`src/core/msa_regs.svh`:
```
// constants of the memory security attribution checker
`ifndef MSA_REGS_SVH
`define MSA_REGS_SVH

// default memory map boundaries
`define MSA_PERIPH_BASE 32'h4000_0000
`define MSA_PERIPH_END  32'h5FFF_FFFF
`define MSA_EXTDEV_BASE 32'hA000_0000

// fixed attribution source: this address bit set means non-secure
`define MSA_FIXED_ATTRIBUTION_SOURCE_NS_BIT 28

// region granule: base/limit hold address bits [31:5]
`define MSA_GRAN_LSB    5

// access size codes
`define MSA_SIZE_BYTE   2'h0
`define MSA_SIZE_HALF   2'h1
`define MSA_SIZE_WORD   2'h2

// byte lane patterns
`define MSA_BE_BYTE     4'h1
`define MSA_BE_HALF     4'h3
`define MSA_BE_WORD     4'hF
`define MSA_BE_NONE     4'h0

`endif

```
`src/core/msa_region_match.sv`:
```
// address-range match over a table of regions
`timescale 1ns/1ps
`include "msa_regs.svh"
module msa_region_match #(
    parameter int N  = 8,
    parameter int IW = 3
) (
    input  wire logic [31:0]         addr_i,
    input  wire logic [N-1:0][26:0]  base_i,
    input  wire logic [N-1:0][26:0]  limit_i,
    input  wire logic [N-1:0]        en_i,
    output logic                     hit_o,
    output logic [IW-1:0]            idx_o
);
    logic [N-1:0] hit;
    logic [26:0]  granule;

    assign granule = addr_i[31:`MSA_GRAN_LSB];

    genvar g;
    generate
        for (g = 0; g < N; g++) begin : g_rgn
            assign hit[g] = en_i[g] && granule >= base_i[g]
                            && granule <= limit_i[g];
        end
    endgenerate

    // overlapping regions: highest number wins
    always_comb begin
        hit_o = 1'b0;
        idx_o = '0;
        for (int i = 0; i < N; i++) begin
            if (hit[i]) begin
                hit_o = 1'b1;
                idx_o = IW'(i);
            end
        end
    end
endmodule

```
`config.mk`:
```
export PLATFORM = sky130hd
export DESIGN_NAME = msa_region_match
export DESIGN_NICKNAME = d
export VERILOG_FILES = /design/src/core/msa_region_match.sv
export VERILOG_INCLUDE_DIRS = /design/src /design/src/core
export SDC_FILE = /design/constraint.sdc
export NUM_CORES = 1
export LEC_CHECK = 0
export BUFFER_PORTS_ARGS = -buffer_cell sky130_fd_sc_hd__buf_2
export CORE_AREA = 4 4 184 186
export DETAILED_ROUTE_END_ITERATION = 8
export DIE_AREA = 0 0 188 190
export GPL_TIMING_DRIVEN = 0
export PLACE_DENSITY_LB_ADDON = 0.08
export SLEW_MARGIN = 20
export SYNTH_ARGS = -nofsm -noshare
export SYNTH_HDL_FRONTEND = slang
export SYNTH_SLANG_ARGS = --single-unit
export TNS_END_PERCENT = 50
```
`constraint.sdc`:
```
create_clock -name vclk -period 2.26
set_clock_uncertainty 0.15 [all_clocks]
set_input_delay 0 -clock vclk [all_inputs]
set_output_delay 0 -clock vclk [all_outputs]
set_load 0.05 [all_outputs]
```
==> qor.txt, run 1 <==
count of yosys warnings during synthesis -> 0
Worst setup EP type -> primary output
mean routed wirelength per cell -> 18.1 um
library cells used by synthesis -> 54
sequential cell area -> 0 sq um
Hold Path Cell Cnt -> 4
Worst Tran Pin Value -> 561 ps
Seq Cell Count -> 0
detailed-route wire length on metal 1 -> 19.6 mm
DRC Markers -> 0
cell type of the slowest stage on the worst timing path -> o41a_1
Hold Path Sink -> hit_o
largest incremental delay on the critical path -> 490 ps
total length of routed met3 wires -> 2.93 mm
post-DR vias/cell -> 4.91
part of the Yosys area used for sequential elements -> 0%
Final min period -> 2660 ps
final standard cell count with taps included and fillers excluded -> 2463
number of slew-limit violations in the final report -> 0
violations in the final reports -> setup timing
filler cell count -> 3462
Area growth syn-to-layout -> 33.0%
overall fraction of global-route tracks in use -> 23.4%
post-synthesis xor/xnor area fraction -> 0%
Vias -> 12100
initial antenna violation count -> 31
launch point of the worst hold path -> en_i[0]
kind of cell adding the most delay to the critical path -> compound AO/OA/AOI/OAI gates
drt first-iter violations -> 364
multi-input combinational cell area -> 0.00963 sq mm
most numerous cell types in the synthesized netlist -> ha_1, inv_1, a21oi_1
first-pass GRT wire length -> 65.5 mm
area share of fa/ha/maj cells after synthesis -> 49.7%
startpoint type of the worst setup path -> input port
starting density of the core -> 33.7%
worst setup path class -> input port to primary output
met2 wire len -> 21.0 mm
Pleak -> 0.00899 uW
unrepaired setup endpoints after global routing -> true
final setup violation count -> 4
Final period util -> 118%
cell area after placement -> 0.0138 sq mm
CP Max Fanout -> 16
core outline area -> 0.0323 sq mm
overall overflow remaining after global route -> 0
maximum clock rate -> 376 MHz
final net count -> 2910
area share of the largest cell type after synthesis -> 49.7%
cells along the critical path -> buf_4 > ha_1 > nand4_1 > or2_1 > nor3_4 > nand2_1 > o41a_1 > nand3_4 > o2111ai_4 > a211o_4 > buf_12
Syn Inst Count -> 1526
remaining max-slew budget at the tightest pin -> 62.3%
x dimension of the die -> 188 um
share of the synthesized area in compound gates (AO/OA/AOI/OAI) -> 20.5%
Std-Cell Rows -> 66
pre-CTS setup slack -> -1370 ps
signal arrival time at the worst endpoint -> 2510 ps
synthesized cell area -> 0.0109 sq mm
Tot Pwr -> 2650 uW
Post-Layout Inst Area -> 0.0145 sq mm
# Max-Cap Violations -> 0
wirelength, routed -> 44.5 mm
Die H -> 190 um
class of the worst hold path -> input port to primary output
post-synthesis share of cell area spent on and, or, nand and nor gates -> 15.1%
instance count after placement with tap cells included -> 2439
number of global-route vias before repair -> 12000
pwr/cell area -> 183 mW/mm^2
nets in the synthesized netlist -> 2430
number of buffers added on ports -> 471
Die ar. -> 0.0357 sq mm
worst setup margin -> -400 ps
WP data required -> 2110 ps
total count of hold-check failures in the final report -> 0
outcome -> finished, violations left
Avg Inst Size Synth -> 7.13 sq um
DR pass1 iterations -> 5
Peak supply drop -> 0.000123 V
largest net degree at the start of global routing -> 17
most repeated cell in the gate-level netlist after synthesis -> ha_1
layout cells sized above 1 -> 26.1%
cell accounting for the most synthesized area -> ha_1
dominant combinational cell family by area after synthesis -> adder cells
mux cell area share after synthesis -> 0%
worst hold slack -> 342 ps
count of nets left with antenna violations after detail routing -> 0
I/O Pins -> 476
Final HPWL DP -> 37.4 mm
gpl congestion -> 0.897
synth top area cells -> ha_1, inv_1, a21oi_1
highest routing layer actually used -> met5
final-layout clock buffer total -> 0
count of hold buffers inserted by post-cts repair -> 0
Worst Path Buf+Inv -> 2
==> worst max path at each step <==
stage	from	endpoint	slack, ps	depth (start not counted)
3_5_place_dp	addr_i[5]	hit_o	-1370	12
6_report	addr_i[25]	hit_o	-400	11
2_1_floorplan	addr_i[5]	hit_o	-250	10
3_3_place_gp	addr_i[5]	hit_o	-1360	12
4_1_cts	addr_i[11]	hit_o	-480	11
5_1_grt	addr_i[11]	hit_o	-460	11
==> layout make-up <==
cell class                      instances  share of cell area (%)
Inverter                              425                    11.1
Antenna cell                           17                   0.294
Tap cell                              442                    3.82
Multi-Input combinational cell       1101                    66.6
Timing Repair Buffer                  478                    18.2
==> timing repair <==
item | CTS | global route
pin swaps | 15 | 15
buffers inserted | 5 | 2
setup endpoints to repair | 4 | 4
resized for setup | 73 | 35
==> where the power goes <==
group / switching (uW) / total, uW / internal (uW) / leakage, uW
sequential: 0 / 0 / 0 / 0
clock: 0 / 0.00101 / 0.00101 / 0.000000108
combinational: 1440 / 2650 / 1210 / 0.00899
total: 1440 / 2650 / 1210 / 0.00899
==> per-layer routing <==
metal | vias up | GRT usage [%]
li1 | 6347 | -
met2 | 355 | 41.2
met3 | 71 | 5.08
met5 | - | 0
met4 | 34 | 4.40
met1 | 5286 | 29.5
==> per-stage QoR <==
step / util, % / TNS, ps
6_report: 44.8 / -1300
2_1_floorplan: - / -582
4_1_cts: 43.9 / -1510
3_5_place_dp: 42.9 / -5110
3_3_place_gp: 42.9 / -5090
5_1_grt: 44.8 / -1650
==> layout by cell type, fill, tap and decap left out, drive strengths merged, types with 2 or more instances in the layout <==
| master | n |
|---|---|
| a21boi | 5 |
| and3 | 10 |
| nor3 | 19 |
| nand3 | 48 |
| a2111oi | 5 |
| a21oi | 128 |
| o21bai | 2 |
| nand3b | 8 |
| a31oi | 4 |
| a2111o | 2 |
| o31ai | 9 |
| nand2 | 70 |
| ha | 432 |
| inv | 424 |
| o31a | 2 |
| nor3b | 2 |
| o21ai | 66 |
| a211o | 9 |
| o21a | 5 |
| and4 | 9 |
| o2111ai | 4 |
| nand4 | 60 |
| o211ai | 11 |
| o221ai | 2 |
| o22ai | 4 |
| buf | 477 |
| or2 | 2 |
| a221o | 6 |
| nor4 | 10 |
| o2bb2ai | 2 |
| a221oi | 8 |
| nor2b | 10 |
| nand2b | 7 |
| a211oi | 26 |
| nor2 | 60 |
| o211a | 2 |
| nor4b | 2 |
| diode | 17 |
| a21o | 39 |
| o41a | 2 |
==> kinds of logic (layout without fill, tap and decap cells) <==
logic type,after synthesis,in the layout
AO/OA/AOI/OAI,350,350
adder cells (fa/ha/maj),432,432
AND/OR/NAND/NOR,319,319
buffers and inverters,425,903
other,0,17
No activity file was read; power rests on OpenSTA's default activity.
==> run 2, diff against run 1 <==
CORE_AREA = 4 4 182 184   (was 4 4 184 186)
DIE_AREA = 0 0 186 188   (was 0 0 188 190)
clock period = 3.05 ns   (was 2.26 ns; I/O delays follow)
==> run 2 against run 1 <==
The flow now finishes without violations. Worst hold slack gained 61 ps. Via count rose by 0.53%. Setup slack improved by 500 ps. Critical path depth did not move. Die area fell by 2.1%. Total power down 30%. Utilization decreased by 0.49 points. Combinational power is 31% lower.
==> qor.txt, run 2 (synthesis results as in run 1) <==
clock network fraction of design power -> 0%
Worst Path Buf+Inv -> 2
switching share of total power -> 55.6%
met2 wire len -> 20.7 mm
Pleak -> 0.00886 uW
mean routed wirelength per cell -> 18.2 um
Post-Layout Inst Area -> 0.0139 sq mm
gpl congestion -> 0.899
combinational power share -> 100.0%
Final min period -> 2950 ps
cells along the critical path -> buf_4 > ha_1 > a211oi_1 > nand2_1 > nor4_1 > nor4b_1 > a21o_1 > nand3_2 > o2111ai_1 > a211o_1 > buf_2
worst setup path class -> input port to primary output
leading cell type in the layout, fill and taps excluded -> buf_2
DR pass1 iterations -> 5
net switching power -> 1030 uW
total length of routed met3 wires -> 2.88 mm
starting density of the core -> 34.6%
pwr/cell area -> 133 mW/mm^2
Die ar. -> 0.0350 sq mm
I/O Pins -> 476
post-DR vias/cell -> 5.03
class of the worst hold path -> input port to primary output
Worst setup EP type -> primary output
worst hold slack -> 403 ps
WP data required -> 2900 ps
cell area after placement -> 0.0137 sq mm
overall overflow remaining after global route -> 0
maximum clock rate -> 339 MHz
x dimension of the die -> 186 um
wirelength, routed -> 44.1 mm
number of buffers added on ports -> 471
Peak supply drop -> 0.000118 V
detailed-route wire length on metal 1 -> 19.2 mm
final net count -> 2906
number of slew-limit violations in the final report -> 0
final standard cell count with taps included and fillers excluded -> 2417
startpoint type of the worst setup path -> input port
drt first-iter violations -> 485
Area growth syn-to-layout -> 27.9%
sequential power share -> 0%
initial antenna violation count -> 25
DRC Markers -> 0
instance count after placement with tap cells included -> 2399
first-pass GRT wire length -> 64.4 mm
Final period util -> 96.7%
signal arrival time at the worst endpoint -> 2800 ps
outcome -> complete, no violations
Std-Cell Rows -> 65
number of global-route vias before repair -> 12100
cell type of the slowest stage on the worst timing path -> nor4_1
final-layout clock buffer total -> 0
count of nets left with antenna violations after detail routing -> 0
overall fraction of global-route tracks in use -> 23.6%
Die H -> 188 um
largest incremental delay on the critical path -> 640 ps
leading cell types in the layout, fill and taps excluded -> buf_2, ha_1, inv_1
total count of hold-check failures in the final report -> 0
Tot Pwr -> 1840 uW
unrepaired setup endpoints after global routing -> true
CP Max Fanout -> 16
layout cells sized above 1 -> 24.4%
Worst Tran Pin Value -> 766 ps
count of hold buffers inserted by post-cts repair -> 0
core outline area -> 0.0314 sq mm
kind of cell adding the most delay to the critical path -> simple AND/OR/NAND/NOR gates
# Max-Cap Violations -> 0
largest net degree at the start of global routing -> 17
sequential cell area -> 0 sq um
Seq Cell Count -> 0
internal power -> 817 uW
final setup violation count -> 0
remaining max-slew budget at the tightest pin -> 48.5%
Vias -> 12200
Final HPWL DP -> 37.4 mm
highest routing layer actually used -> met5
==> run 2: worst paths after layout <==
kind / endpoint / slack, ps / from / depth (start not counted)
max: hit_o / 100 / addr_i[15] / 11
min: idx_o[1] / 400 / en_i[6] / 4
==> run 2: per-layer routing <==
layer  up-vias  track usage [%]
met5         -                0
met4        22             6.42
met3        79             4.25
met2       390             41.3
met1      5338             29.6
li1       6328                -
==> run 2: power by group through the flow <==
stage	sequential (uW)	combinational, uW	clock [uW]
final	0	1840	0.000659
after global routing	0	2120	0.000614
after CTS	0	1840	0
after detailed placement	0	1820	0
after global placement	0	1780	0
after floorplan	0	1050	0
==> run 2: timing repair <==
item                                    4_1_cts  5_1_grt
buffers inserted                              2        1
endpoints found under the setup margin        4        3
pin swaps                                     0        1
gates resized for setup                      21       15
==> run 2: cell type report <==
type | count | area, sq um
repair buffers | 474 | 2450
diodes | 15 | 37.5
multi-input cells | 1101 | 9310
fillers | 3388 | 17500
well taps | 402 | 503
inverters | 425 | 1600
==> run 2: through the flow <==
step                setup slack (ps)  setup TNS (ps)  util [%]
detailed placement              -463           -1370      43.8
global placement                -472           -1350      43.8
finish                           101               0      44.3
floorplan                       39.4               0         -
global route                   -2.30           -2.30      44.3
CTS                             2.81               0      44.0
==> run 3, diff against run 2 <==
ABC_AREA = 1   (was not set)
CORE_AREA = 4 4 184 186   (was 4 4 182 184)
DIE_AREA = 0 0 188 190   (was 0 0 186 188)
SETUP_SLACK_MARGIN = 0.4   (was not set)
==> run 3 against run 2 <==
Critical path depth grew 6. Setup slack gained 450 ps. Via count rose by 12%. Combinational power rose by 11%. Synthesized cell count rose by 25%. Utilization up 1.9 points. Worst hold slack worse by 70 ps. Non-clock buffer count is 2 higher. Total power rose by 11%. Clock-buffer cell count did not move. Critical path type unchanged.
==> qor.txt, run 3 <==
outcome -> complete, no violations
# Max-Cap Violations -> 0
initial antenna violation count -> 23
cell accounting for the most synthesized area -> ha_1
count of yosys warnings during synthesis -> 0
drt first-iter violations -> 565
WP data required -> 2900 ps
Final min period -> 2500 ps
switching share of total power -> 58.9%
part of the Yosys area used for sequential elements -> 0%
largest net degree at the start of global routing -> 17
Worst Tran Pin Value -> 691 ps
sequential cell area -> 0 sq um
Seq Cell Count -> 0
filler cell count -> 3593
Top cell by count, worst path -> nand2_1
cell type of the slowest stage on the worst timing path -> buf_2
sequential power share -> 0%
signal arrival time at the worst endpoint -> 2350 ps
largest incremental delay on the critical path -> 470 ps
pwr/cell area -> 138 mW/mm^2
Worst setup EP type -> primary output
Area growth syn-to-layout -> 25.5%
synthesized cell area -> 0.0119 sq mm
CP Max Fanout -> 16
Pleak -> 0.00977 uW
count of nets left with antenna violations after detail routing -> 0
internal power -> 843 uW
remaining max-slew budget at the tightest pin -> 53.5%
DR pass1 iterations -> 5
number of buffers added on ports -> 471
wirelength, routed -> 47.7 mm
startpoint type of the worst setup path -> input port
Die ar. -> 0.0357 sq mm
unrepaired setup endpoints after global routing -> true
sum of negative setup slack -> 0 ps
Final HPWL DP -> 40.5 mm
overall fraction of global-route tracks in use -> 25.6%
clock network fraction of design power -> 0%
first-pass GRT wire length -> 71.9 mm
cell area after placement -> 0.0148 sq mm
most numerous cell types in the synthesized netlist -> inv_1, ha_1, nand2_1
Die H -> 190 um
leading cell type in the layout, fill and taps excluded -> inv_1
final net count -> 3290
launch point of the worst hold path -> en_i[7]
nets in the synthesized netlist -> 2812
Vias -> 13600
Post-Layout Inst Area -> 0.0149 sq mm
synth top area cells -> ha_1, inv_1, nand2_1
total count of hold-check failures in the final report -> 0
Hold Path Cell Cnt -> 4
starting density of the core -> 36.8%
mean routed wirelength per cell -> 16.8 um
I/O Pins -> 476
maximum clock rate -> 399 MHz
post-DR vias/cell -> 4.80
multi-input combinational cell area -> 0.00994 sq mm
layout cells sized above 1 -> 21.4%
cells along the critical path -> buf_2 > ha_1 > nand2_1 > nor2_1 > and2_1 > nand2_1 > nand3_1 > nand2_1 > nand3_1 > nand3_1 > nand2_1 > nand2_1 > nand2_1 > nand2_1 > nand2_1 > nand2_1 > buf_2
number of global-route vias before repair -> 13100
net switching power -> 1210 uW
gpl congestion -> 0.945
most repeated cell in the gate-level netlist after synthesis -> inv_1
Hold Path Sink -> idx_o[0]
x dimension of the die -> 188 um
overall overflow remaining after global route -> 0
Avg Inst Size Synth -> 6.23 sq um
Syn Inst Count -> 1908
Std-Cell Rows -> 66
core outline area -> 0.0323 sq mm
library cells used by synthesis -> 34
area share of the largest cell type after synthesis -> 45.5%
final-layout clock buffer total -> 0
Peak supply drop -> 0.000117 V
number of slew-limit violations in the final report -> 0
class of the worst hold path -> input port to primary output
DRC Markers -> 0
leading cell types in the layout, fill and taps excluded -> inv_1, buf_2, ha_1
combinational power share -> 100.0%
Final period util -> 82.1%
worst setup path class -> input port to primary output
final setup violation count -> 0
## run 3: through the flow
stage          hold slack, ps  util [%]  setup WS (ps)  cells  power [uW]
6_report                  333      46.2            546   2839        2050
5_1_grt                   382      46.2            394   2837        2380
4_1_cts                   343      45.9            400   2821        2050
3_5_place_dp              340      45.8            366   2821        2040
3_3_place_gp              339      45.8            360   2821        1990
2_1_floorplan             199         -           1270   1908        1210
## run 3: worst max-delay path by stage
stage / start / endpoint / cells after the start
detailed placement: addr_i[5] / hit_o / 12
global placement: addr_i[5] / hit_o / 12
finish: addr_i[12] / idx_o[0] / 17
global route: addr_i[12] / idx_o[0] / 17
floorplan: addr_i[5] / idx_o[0] / 15
CTS: addr_i[31] / hit_o / 13
## run 3: power by group through the flow
stage,Sequential [uW],Clock [uW],Combinational (uW)
floorplan,0,0,1210
global placement,0,0,1990
detailed placement,0,0,2040
CTS,0,0,2050
global route,0,0.000484,2380
finish,0,0.000572,2050
## run 3: timing repair
item,in CTS,in global routing
setup buffers,0,5
hold endpoints to repair,0,0
hold buffers,0,0
pin swaps,0,1
setup endpoints to repair,2,4
gates resized for setup,3,6
## run 3: cell type report
type                       instances  share of cell area [%]
multi-input combinational       1385                    66.7
timing repair buffer             476                    16.2
inverter                         523                    13.2
tap                              442                    3.71
antenna                           13                   0.218
## run 3: cells by family after synthesis
group | Yosys count | synth area share [%]
simple gates | 680 | 25.6
buf+inv | 523 | 16.5
compound gates | 273 | 12.4
fa+ha+maj | 432 | 45.5
## run 3: critical path: cells and delay by family
family,cells,cell delay (ps)
buf+inv,2,750
simple gates,14,1240
fa+ha+maj,1,360
## run 3: routing by layer
| metal | GRT usage, % | share of wire [%] |
|---|---|---|
| met4 | 5.36 | 1.5 |
| met1 | 33.7 | 46 |
| met2 | 44.2 | 46 |
| met5 | 0 | 0.28 |
| met3 | 4.44 | 6.5 |
